`src/shared/frf_pkg.sv`:
```
// package: constants and types shared by the receive queue filter ends
package frf_pkg;
	localparam int IDX_W = 7;
	localparam int FID_W = 11;
	localparam int MID_W = 16;
	localparam int NUM_RANGE = 4;
	// apb register offsets
	localparam logic [7:0] OFS_CTRL = 8'h00;
	localparam logic [7:0] OFS_STATUS = 8'h04;
	localparam logic [7:0] OFS_IRQ_MASK = 8'h08;
	localparam logic [7:0] OFS_START_A = 8'h0c;
	localparam logic [7:0] OFS_DEPTH_A = 8'h10;
	localparam logic [7:0] OFS_START_B = 8'h14;
	localparam logic [7:0] OFS_DEPTH_B = 8'h18;
	localparam logic [7:0] OFS_QUEUE_READ_INDEX_A = 8'h1c;
	localparam logic [7:0] OFS_QUEUE_READ_INDEX_B = 8'h20;
	localparam logic [7:0] OFS_WRIDX_A = 8'h24;
	localparam logic [7:0] OFS_WRIDX_B = 8'h28;
	localparam logic [7:0] OFS_REJ_VAL = 8'h2c;
	localparam logic [7:0] OFS_REJ_MSK = 8'h30;
	localparam logic [7:0] OFS_RNG_CTL = 8'h34;
	localparam logic [7:0] OFS_RNG_BND0 = 8'h38;
	localparam logic [7:0] OFS_MID_VAL = 8'h48;
	localparam logic [7:0] OFS_MID_MSK = 8'h4c;
	// status bit positions (also mask layout)
	localparam int ST_NE_A = 0;
	localparam int ST_NE_B = 1;
	// range control: enable bit i, mode bit 4+i
	localparam int RNG_MODE_POS = 4;
	// reset values
	localparam logic [FID_W-1:0] REJ_MSK_RST = 11'h000;
	localparam logic [MID_W-1:0] MID_MSK_RST = 16'h0000;
	localparam logic [IDX_W-1:0] DEPTH_RST = 7'h02;
	// frame status codes from the protocol engine
	typedef struct packed {
		logic valid;
		logic null_frame;
		logic dynamic;
		logic ppi;
		logic chan_b;
	} frf_status_s;
endpackage : frf_pkg

```
`src/shared/frf_link_if.sv`:
```
// interface: received frame delivery from protocol engine to queue filter
`timescale 1ns/1ps
interface frf_link_if;
	logic frame_vld;
	logic frame_rdy;
	logic mb_hit;
	logic [frf_pkg::FID_W-1:0] frame_id;
	logic [frf_pkg::MID_W-1:0] msg_id;
	frf_pkg::frf_status_s status;
	logic config_state;
	modport device (input frame_vld, mb_hit, frame_id, msg_id, status, config_state, output frame_rdy);
	modport engine (output frame_vld, mb_hit, frame_id, msg_id, status, config_state, input frame_rdy);
endinterface : frf_link_if

```
`src/rtl/frf_queue_dev.sv`:
```
// module: two channel receive queues with filter path and apb registers
//
// Our own choices: the APB slave port and the address map.
`timescale 1ns/1ps
// Function
// - two independent queues, channel a and b
// - layout programmed only in configuration state
// - software sets depth of at least two
// - filter path only when no buffer matched
// - store entry, advance write index, set flag
// - read index points at oldest valid entry
// - write one advances read index, clears flag once queue is empty
// - read index wraps to start index
// - only non-null frames are filtered; invalid frames that pass are still written to memory but not committed
// - append only when all three filters pass
// - reject filter passes on masked id mismatch
// - value zero, full mask rejects id zero
// - zero mask rejects all; reset value
// - four range filters with enable, mode
// - id inside enabled rejection range rejects
// - no acceptance enabled or one matches
// - message id filter only dynamic ppi frames
// - masked message id equals masked value
module frf_queue_dev #(
	parameter int IDX_W = frf_pkg::IDX_W
) (
	// clock and reset
	input wire logic ref_clk,
	input wire logic sys_rst,
	// apb slave
	input wire logic psel,
	input wire logic penable,
	input wire logic pwrite,
	input wire logic [7:0] paddr,
	input wire logic [31:0] pwdata,
	output logic [31:0] prdata,
	output logic pready,
	output logic pslverr,
	// interrupt
	output logic irq,
	// frame memory write port
	output logic mem_we,
	output logic [IDX_W-1:0] mem_hdr_idx,
	output logic mem_chan_b,
	// link
	frf_link_if.device link
);
	localparam int N = frf_pkg::NUM_RANGE;
	localparam int FW = frf_pkg::FID_W;
	localparam int MW = frf_pkg::MID_W;

	////////////////////////////////////////////////////////////////
	logic [IDX_W-1:0] start_reg [2];
	logic [IDX_W-1:0] depth_reg [2];
	logic [IDX_W-1:0] rd_reg [2];
	logic [IDX_W-1:0] wr_reg [2];
	logic [1:0] ne_reg;
	logic [1:0] mask_reg;
	logic [FW-1:0] rej_val_reg;
	logic [FW-1:0] rej_msk_reg;
	logic [2*N-1:0] rng_ctl_reg;
	logic [2*FW-1:0] rng_bnd_reg [N];
	logic [MW-1:0] mid_val_reg;
	logic [MW-1:0] mid_msk_reg;
	logic wr_en;
	logic [1:0] clr_ne;
	logic [1:0] app;
	logic pass_all;
	logic chan;

	// wrap to start after the last entry of the queue
	function automatic logic [IDX_W-1:0] next_idx(input logic [IDX_W-1:0] cur,
			input logic [IDX_W-1:0] st, input logic [IDX_W-1:0] dp);
		logic [IDX_W-1:0] last;
		last = st + dp - 1'b1;
		next_idx = (cur == last) ? st : cur + 1'b1;
	endfunction : next_idx

	////////////////////////////////////////////////////////////////
	// filter path
	logic rej_pass;
	logic rng_rej_pass;
	logic rng_acc_pass;
	logic mid_pass;
	logic [N-1:0] in_rng;
	logic [N-1:0] rej_on;
	logic [N-1:0] acc_on;

	generate
		for (genvar i = 0; i < N; i++) begin : g_rng
			assign in_rng[i] = (rng_bnd_reg[i][FW-1:0] <= link.frame_id) &&
				(link.frame_id <= rng_bnd_reg[i][2*FW-1:FW]);
			assign rej_on[i] = rng_ctl_reg[i] && rng_ctl_reg[frf_pkg::RNG_MODE_POS+i];
			assign acc_on[i] = rng_ctl_reg[i] && !rng_ctl_reg[frf_pkg::RNG_MODE_POS+i];
		end
	endgenerate

	// zero mask makes both sides equal, so nothing passes
	assign rej_pass = (link.frame_id & rej_msk_reg) != (rej_val_reg & rej_msk_reg);
	assign rng_rej_pass = ~|(rej_on & in_rng);
	assign rng_acc_pass = (acc_on == '0) || |(acc_on & in_rng);
	assign mid_pass = !(link.status.dynamic && link.status.ppi) ||
		((link.msg_id & mid_msk_reg) == (mid_val_reg & mid_msk_reg));
	assign pass_all = rej_pass && rng_rej_pass && rng_acc_pass && mid_pass;

	// invalid frames still written but never committed
	assign chan = link.status.chan_b;
	assign link.frame_rdy = 1'b1;
	always_comb begin
		app = 2'b00;
		if (link.frame_vld && !link.mb_hit && !link.status.null_frame && pass_all) begin
			app[chan] = 1'b1;
		end
	end

	always_ff @(posedge ref_clk or posedge sys_rst) begin
		if (sys_rst) begin
			mem_we <= 1'b0;
			mem_hdr_idx <= '0;
			mem_chan_b <= 1'b0;
		end else begin
			mem_we <= |app;
			mem_hdr_idx <= wr_reg[chan];
			mem_chan_b <= chan;
		end
	end

	////////////////////////////////////////////////////////////////
	// per-channel index and flag state
	assign wr_en = psel && penable && pwrite;
	generate
		for (genvar c = 0; c < 2; c++) begin : g_ch
			assign clr_ne[c] = wr_en && paddr == frf_pkg::OFS_STATUS && pwdata[c] && ne_reg[c];
			always_ff @(posedge ref_clk or posedge sys_rst) begin
				if (sys_rst) begin
					wr_reg[c] <= '0;
					rd_reg[c] <= '0;
					ne_reg[c] <= 1'b0;
				end else if (link.config_state) begin
					wr_reg[c] <= start_reg[c];
					rd_reg[c] <= start_reg[c];
					ne_reg[c] <= 1'b0;
				end else begin
					if (app[c] && link.status.valid) begin
						wr_reg[c] <= next_idx(wr_reg[c], start_reg[c], depth_reg[c]);
					end
					if (clr_ne[c]) begin
						rd_reg[c] <= next_idx(rd_reg[c], start_reg[c], depth_reg[c]);
					end
					// a new entry wins over the clear; flag also stays while entries remain
					if (app[c] && link.status.valid) begin
						ne_reg[c] <= 1'b1;
					end else if (clr_ne[c]) begin
						ne_reg[c] <= (next_idx(rd_reg[c], start_reg[c], depth_reg[c]) != wr_reg[c]);
					end
				end
			end
		end
	endgenerate

	////////////////////////////////////////////////////////////////
	// apb configuration registers; layout only while in configuration
	always_ff @(posedge ref_clk or posedge sys_rst) begin
		if (sys_rst) begin
			start_reg[0] <= '0;
			start_reg[1] <= '0;
			depth_reg[0] <= frf_pkg::DEPTH_RST;
			depth_reg[1] <= frf_pkg::DEPTH_RST;
		end else if (wr_en && link.config_state) begin
			unique case (paddr)
				frf_pkg::OFS_START_A: start_reg[0] <= pwdata[IDX_W-1:0];
				frf_pkg::OFS_DEPTH_A: depth_reg[0] <= pwdata[IDX_W-1:0];
				frf_pkg::OFS_START_B: start_reg[1] <= pwdata[IDX_W-1:0];
				frf_pkg::OFS_DEPTH_B: depth_reg[1] <= pwdata[IDX_W-1:0];
				default: ;
			endcase
		end
	end

	always_ff @(posedge ref_clk or posedge sys_rst) begin
		if (sys_rst) begin
			mask_reg <= '0;
			rej_val_reg <= '0;
			rej_msk_reg <= frf_pkg::REJ_MSK_RST;
			rng_ctl_reg <= '0;
			mid_val_reg <= '0;
			mid_msk_reg <= frf_pkg::MID_MSK_RST;
		end else if (wr_en) begin
			unique case (paddr)
				frf_pkg::OFS_IRQ_MASK: mask_reg <= pwdata[1:0];
				frf_pkg::OFS_REJ_VAL: rej_val_reg <= pwdata[FW-1:0];
				frf_pkg::OFS_REJ_MSK: rej_msk_reg <= pwdata[FW-1:0];
				frf_pkg::OFS_RNG_CTL: rng_ctl_reg <= pwdata[2*N-1:0];
				frf_pkg::OFS_MID_VAL: mid_val_reg <= pwdata[MW-1:0];
				frf_pkg::OFS_MID_MSK: mid_msk_reg <= pwdata[MW-1:0];
				default: ;
			endcase
		end
	end

	generate
		for (genvar i = 0; i < N; i++) begin : g_bnd
			always_ff @(posedge ref_clk or posedge sys_rst) begin
				if (sys_rst) begin
					rng_bnd_reg[i] <= '0;
				end else if (wr_en && paddr == frf_pkg::OFS_RNG_BND0 + 8'(4*i)) begin
					rng_bnd_reg[i] <= pwdata[2*FW-1:0];
				end
			end
		end
	endgenerate

	// read mux; slave answers in the access phase, no wait states
	assign pready = 1'b1;
	assign pslverr = 1'b0;
	always_comb begin
		prdata = 32'h0;
		unique case (paddr)
			frf_pkg::OFS_STATUS: prdata = {30'h0, ne_reg};
			frf_pkg::OFS_IRQ_MASK: prdata = {30'h0, mask_reg};
			frf_pkg::OFS_START_A: prdata = 32'(start_reg[0]);
			frf_pkg::OFS_DEPTH_A: prdata = 32'(depth_reg[0]);
			frf_pkg::OFS_START_B: prdata = 32'(start_reg[1]);
			frf_pkg::OFS_DEPTH_B: prdata = 32'(depth_reg[1]);
			frf_pkg::OFS_QUEUE_READ_INDEX_A: prdata = 32'(rd_reg[0]);
			frf_pkg::OFS_QUEUE_READ_INDEX_B: prdata = 32'(rd_reg[1]);
			frf_pkg::OFS_WRIDX_A: prdata = 32'(wr_reg[0]);
			frf_pkg::OFS_WRIDX_B: prdata = 32'(wr_reg[1]);
			frf_pkg::OFS_REJ_VAL: prdata = 32'(rej_val_reg);
			frf_pkg::OFS_REJ_MSK: prdata = 32'(rej_msk_reg);
			frf_pkg::OFS_RNG_CTL: prdata = 32'(rng_ctl_reg);
			frf_pkg::OFS_MID_VAL: prdata = 32'(mid_val_reg);
			frf_pkg::OFS_MID_MSK: prdata = 32'(mid_msk_reg);
			default: begin
				for (int i = 0; i < N; i++) begin
					if (paddr == frf_pkg::OFS_RNG_BND0 + 8'(4*i)) begin
						prdata = 32'(rng_bnd_reg[i]);
					end
				end
			end
		endcase
	end

	assign irq = |(ne_reg & mask_reg);
endmodule : frf_queue_dev

```
`src/flat_wrapper.sv`:
```
// flat-port wrapper written by rule: the top's interface ports become plain ports
module frf_queue_dev_flat 
#(
	parameter int IDX_W = frf_pkg::IDX_W
)
  (ref_clk, sys_rst, psel, penable, pwrite, paddr, pwdata, prdata, pready, pslverr, irq, mem_we, mem_hdr_idx, mem_chan_b, link_frame_vld, link_mb_hit, link_frame_id, link_msg_id, link_status, link_config_state, link_frame_rdy);
  frf_link_if link_i ();
  input wire logic ref_clk;
  input wire logic sys_rst;
  input wire logic psel;
  input wire logic penable;
  input wire logic pwrite;
  input wire logic [7:0] paddr;
  input wire logic [31:0] pwdata;
  output logic [31:0] prdata;
  output logic pready;
  output logic pslverr;
  output logic irq;
  output logic mem_we;
  output logic [IDX_W-1:0] mem_hdr_idx;
  output logic mem_chan_b;
  input wire logic [$bits(link_i.frame_vld)-1:0] link_frame_vld;
  input wire logic [$bits(link_i.mb_hit)-1:0] link_mb_hit;
  input wire logic [$bits(link_i.frame_id)-1:0] link_frame_id;
  input wire logic [$bits(link_i.msg_id)-1:0] link_msg_id;
  input wire logic [$bits(link_i.status)-1:0] link_status;
  input wire logic [$bits(link_i.config_state)-1:0] link_config_state;
  output wire logic [$bits(link_i.frame_rdy)-1:0] link_frame_rdy;
  assign link_i.frame_vld = link_frame_vld;
  assign link_i.mb_hit = link_mb_hit;
  assign link_i.frame_id = link_frame_id;
  assign link_i.msg_id = link_msg_id;
  assign link_i.status = link_status;
  assign link_i.config_state = link_config_state;
  assign link_frame_rdy = link_i.frame_rdy;
  frf_queue_dev #(.IDX_W(IDX_W)) u_core (.ref_clk(ref_clk), .sys_rst(sys_rst), .psel(psel), .penable(penable), .pwrite(pwrite), .paddr(paddr), .pwdata(pwdata), .prdata(prdata), .pready(pready), .pslverr(pslverr), .irq(irq), .mem_we(mem_we), .mem_hdr_idx(mem_hdr_idx), .mem_chan_b(mem_chan_b), .link(link_i));
endmodule
```
`config.mk`:
```
export PLATFORM = sky130hd
export DESIGN_NAME = frf_queue_dev_flat
export DESIGN_NICKNAME = d
export VERILOG_FILES = /design/src/shared/frf_pkg.sv /design/src/shared/frf_link_if.sv /design/src/rtl/frf_queue_dev.sv /design/src/flat_wrapper.sv
export SDC_FILE = /design/constraint.sdc
export NUM_CORES = 1
export LEC_CHECK = 0
export BUFFER_PORTS_ARGS = -buffer_cell sky130_fd_sc_hd__clkbuf_2
export CORE_MARGIN = 4
export CORE_UTILIZATION = 55
export CTS_CLUSTER_SIZE = 12
export DETAILED_ROUTE_END_ITERATION = 6
export PLACE_DENSITY = 0.75
export SLEW_MARGIN = 20
export SYNTH_ARGS = -nofsm -noshare
export SYNTH_HDL_FRONTEND = slang
export SYNTH_SLANG_ARGS = --single-unit
```
`constraint.sdc`:
```
create_clock -name ref_clk -period 9.6 [get_ports ref_clk]
set_clock_uncertainty 0.15 [all_clocks]
set_input_delay 1.44 -clock ref_clk [delete_from_list [all_inputs] [get_ports ref_clk]]
set_output_delay 1.44 -clock ref_clk [all_outputs]
set_load 0.05 [all_outputs]
```
# Yosys cells after proc, flatten, opt, wreduce, memory -nomap -nowiden
# Index checks and enable logic that the tools add are counted.
[op_classes] order_cmp=11 bitwise_logic=8 reduce_logical=65 mux=29 add_sub_neg=8 eq_ne=27
[op_table] cell="$pmux W32 S15" count=1
[op_table] cell="$mux W7" count=15
[op_table] cell="$le A11 B11 Y1" count=8
[op_table] cell="$mux W22" count=4
[op_table] cell="$eq A8 B6 Y1 const B" count=8
[op_table] cell="$logic_and A1 B1 Y1" count=34
[op_table] cell="$and A16 B16 Y16" count=2
[op_table] cell="$eq A8 B5 Y1 const B" count=4
[op_table] cell="$eq A8 B7 Y1 const B" count=4
[op_table] cell="$add A7 B1 Y7 const B" count=4
[op_table] cell="$eq A7 B7 Y1" count=4
[op_table] cell="$and A11 B11 Y11" count=2
[op_table] cell="$reduce_and A2 Y1" count=10
[op_table] cell="$eq A16 B16 Y1" count=1
[op_table] cell="$eq A8 B4 Y1 const B" count=2
[op_table] cell="$add A7 B7 Y7" count=2
[op_table] cell="$ne A7 B7 Y1" count=2
[op_table] cell="$sub A7 B1 Y7 const B" count=2
[op_table] cell="$ne A11 B11 Y1" count=1
[op_table] cell="$and A4 B4 Y4" count=2
[op_table] cell="$eq A8 B3 Y1 const B" count=1
[op_table] cell="$logic_not A1 Y1" count=8
[op_table] cell="$reduce_bool A2 Y1" count=4
[op_table] cell="$reduce_or A4 Y1" count=2
[op_table] cell="other kinds (12)" count=21
[totals] wordCells=171 reg_bits=219 out_inout_bits=45

# Longest topological paths before layout
[depth] word_depth=13 depth_mapped=17 depth_no_buf=15

# Worst setup path after synthesis
# No wires, ideal clock.
[synth_timing] path_type="input to output" startpoint="input port paddr[1]" endpoint="output port prdata[2]" required_time_ps=8010 t_arrival_ps=3403 slack_ps=4607 stages=8 cell_sequence="nor2_1 -> nand3_1 -> nor2_1 -> clkbuf_1 -> a22oi_1 -> nand3_1 -> nor3_1 -> a31oi_1"
[synth_via] elab_chain_cells=6 elab_cells_between_ends=24
[synth_lines] element="from (decl)" line_no="flat_wrapper.sv:13" source="input wire logic [7:0] paddr;"
[synth_lines] element="$eq A8 B6 Y1" line_no="frf_queue_dev.sv:236" source="if (paddr == frf_pkg::OFS_RNG_BND0 + 8'(4*i)) begin"
[synth_lines] element="$mux W22 (4 in a row)" line_no="frf_queue_dev.sv:236"
[synth_lines] element="$pmux W32 S15 (*)" line_no="frf_queue_dev.sv:218" source="unique case (paddr)"
[synth_lines] element="to (decl)" line_no="flat_wrapper.sv:15" source="output logic [31:0] prdata;"
# Every way passes the cells marked *; elsewhere a longest branch is shown, timed or not.

# Worst setup path in the final report
[layout_timing] startpoint="input port paddr[1]" endpoint="output port prdata[1]"
# Same word-level chain as after synthesis.

==> metrics.md <==
| Metric | Value |
|---|---|
| Outcome | finished clean |
| Vias in the first global route | 11600 |
| Die area | 28300 um2 |
| Least-Margin Pin Slew | 1.14 ns |
| Worst endpoint required time | 8.01 ns |
| Hold violation total from the final report | 0 |
| WS Path Type | in2out |
| Count of cell types in the netlist | 56 |
| Place WS | 4.10 ns |
| Setup_tns | 0 ns |
| Critical Path AT | 3.92 ns |
| Avg Cell Area, Syn | 10.1 um2 |
| Clk pwr share | 0.430 |
| Fmax | 182 MHz |
| Cell Count, Final, Fillers Out | 1812 |
| RSZ-0062 raised after global routing | no |
| Area post-placement | 14800 um2 |
| Most frequent cells in the layout | dfrtp_1, mux2_2, inv_1 |
| Post-synth EDFFs | 0 |
| Clock sink count | 219 |
| Via count | 11600 |
| Leak pwr | 7.70 nW |
| Worst hold path class | reg2reg |
| Final setup viols | 0 |
| Xor and xnor fraction of the mapped netlist area | 0.0577 |
| Final global-route overflow total | 0 |
| Crit path capture type | output pin |
| Post-route cell area | 15700 um2 |
| Inst Count DP | 1769 |
| Total Routed Length | 42.1 mm |
| Mux cell area share after synthesis | 0.149 |
| Post-cts resize count | 0 |
| H-tree depth | 1 |
| Die height | 168 um |
| Max-slew headroom | 0.237 |
| Detailed Route Iter0 Violations | 1260 |
| Pwr/cell area | 154 nW/um2 |
| Largest family of logic cells by synthesized area | compound AO/OA/AOI/OAI gates |
| # Max-Cap Violations | 0 |
| Commonest non-fill, non-tap cell in the layout | dfrtp_1 |
| Wire length per cell after detailed routing | 23.2 um |
| # DRC | 0 |
| Die width | 168 um |
| Period utilization | 0.574 |
| Post-CTS setup buffers | 0 |
| Initial antenna violation count | 0 |
| Starting Density | 0.560 |
| Synth warn | 0 |
| Core Area | 25200 um2 |
| Dpl hpwl | 29.9 mm |
| Sw frac | 0.286 |
| Internal | 1.73 mW |
| GPL Wtd Cong | 0.982 |
| Simple-Gate Fraction of Synth Area | 0.0921 |
| Sequential fraction of the synthesis area | 0.388 |
| Peak fanout along the critical path | 12 |
| Diode count | 0 |
| Layout cells sized above 1 | 0.225 |
| Total CTS buffers | 25 |
| Combinational share of power | 0.138 |
| Dominant synthesized flop cell | dfrtp_1 |
| Min Hold Slack | 0.383 ns |
| Post-Syn Area | 14100 um2 |
| Vias per cell | 6.43 |
| Minimum clock period | 5.51 ns |
| Startpoint types | primary input |
| Fin nets | 1662 |
| Global Route Usage Sum | 0.294 |
| Max reg flops | 88 |
| Area growth syn-to-layout | 11.2% |
| FF+latch count, synth | 219 |
| # hold bufs at CTS | 0 |
| Number of port buffers | 101 |
| Routed Antenna Nets | 0 |
| Slew Viols, Final | 0 |
| Cells after Synth | 1396 |
| I/O Pins | 125 |
| TritonCTS clock tree | yes |
| Clock insertion delay at the later pin of the skew report | 0.55 ns |
| VDD IR max | 0.144 mV |
| Net load switching power | 690 uW |
| Final setup margin | 4.09 ns |
| Largest net degree at the start of global routing | 135 |
| Complex-gate fraction of the synthesized area | 0.152 |
| Area share of fa/ha/maj cells after synthesis | 0.104 |
| Root buffer cell | clkbuf_16 |
| Clk pin slew, worst setup/hold paths | 0.05 ns |
| Flop pwr share | 0.431 |
| Clock buffer depth | 3 |
| Row Count | 58 |
| Fill count | 2082 |
| Drt pass-1 iters | 6 |
| First-pass GRT wire length | 65.6 mm |
| FFs w/ async S/R, synth | 1.00 |
## layout make-up
class                           instances  area [um2]  share of cell area
Multi-Input combinational cell        992        7880               0.502
Timing Repair Buffer                  112         592              0.0377
Clock buffer                           33         686              0.0437
Tap cell                              330         413              0.0263
Sequential cell                       219        5480               0.349
Inverter                              116         443              0.0282
Clock inverter                         10         193              0.0123
## layer usage
metal | part of all wire | global-route usage | routed length [um] | vias to the layer above
met5 | 0 | 0 | 0 | -
met1 | 0.40 | 0.395 | 16800 | 5748
met2 | 0.46 | 0.474 | 19400 | 574
met3 | 0.088 | 0.0437 | 3720 | 129
li1 | - | - | - | 5197
met4 | 0.051 | 0.129 | 2170 | 0
## critical path, cell delays in order
cell	delay, ns
clkbuf_2	0.11
nor3_1	0.33
nand2b_1	0.19
nor2_1	0.81
a221oi_1	0.24
nand3_1	0.16
nor2_1	0.07
a31oi_1	0.24
clkbuf_2	0.33
## path summary, 6_finish.rpt
check,cells after the start,end,slack (ns),from
max,9,prdata[1],4.09,paddr[1]
min,1,u_core.rng_bnd_reg[19],0.38,u_core.rng_bnd_reg[19]
max reg2reg,12,u_core.rd_reg[3],5.36,u_core.depth_reg[1]
min reg2reg,1,u_core.rng_bnd_reg[19],0.38,u_core.rng_bnd_reg[19]
max in group asynchronous,3,u_core.rng_bnd_reg[37],7.01,sys_rst
min in group asynchronous,2,u_core.rng_bnd_reg[4],0.99,sys_rst
## logic make-up after synthesis
group	count (synthesis)
flip-flops	219
buffers and inverters	196
adder cells (fa/ha/maj)	116
other	2
multiplexers	188
AND/OR/NAND/NOR	266
AO/OA/AOI/OAI	316
XOR/XNOR	93
## power by group through the flow
stage | clock, mW | combinational [mW] | sequential, mW
5_1_grt | 1.09 | 0.367 | 1.04
6_report | 1.04 | 0.334 | 1.04
2_1_floorplan | 0 | 0.252 | 1.03
3_5_place_dp | 0 | 0.331 | 1.05
4_1_cts | 1.05 | 0.333 | 1.04
3_3_place_gp | 0 | 0.321 | 1.05
## cell usage after synthesis (3+ instances only)
library cell,instances,share of area
o21ai_1,3,0.0011
o21ai_0,43,0.015
nand2_1,60,0.016
a222oi_1,7,0.0050
a22oi_1,109,0.058
ha_1,114,0.10
or4_1,3,0.0016
buf_1,8,0.0021
dfrtp_1,217,0.38
and2_1,3,0.0013
nand3_1,53,0.019
inv_1,116,0.031
o211ai_1,5,0.0027
a31oi_1,18,0.0080
o31a_1,3,0.0019
o21bai_1,3,0.0016
and3_1,16,0.0071
nand3b_1,3,0.0016
nor2_1,55,0.015
mux2i_1,16,0.011
buf_4,13,0.0069
o22a_1,11,0.0068
nand4_1,33,0.015
clkbuf_1,54,0.014
a21o_1,19,0.010
a22o_1,5,0.0031
a21oi_1,56,0.020
xor2_1,46,0.029
xnor2_1,47,0.029
nor3_1,17,0.0060
nor2b_1,8,0.0035
nand2b_1,6,0.0027
o21a_1,8,0.0043
mux2_2,172,0.14
o22ai_1,9,0.0040
a221oi_1,4,0.0025
a211oi_1,4,0.0021
nor4_1,4,0.0018
## through the flow
stage                     utilization  power (mW)
final                           0.623        2.42
after global routing            0.623        2.50
after CTS                       0.623        2.42
after detailed placement        0.588        1.39
after global placement          0.588        1.38
after floorplan                     -        1.28
Power figures use the tool's default switching activity.
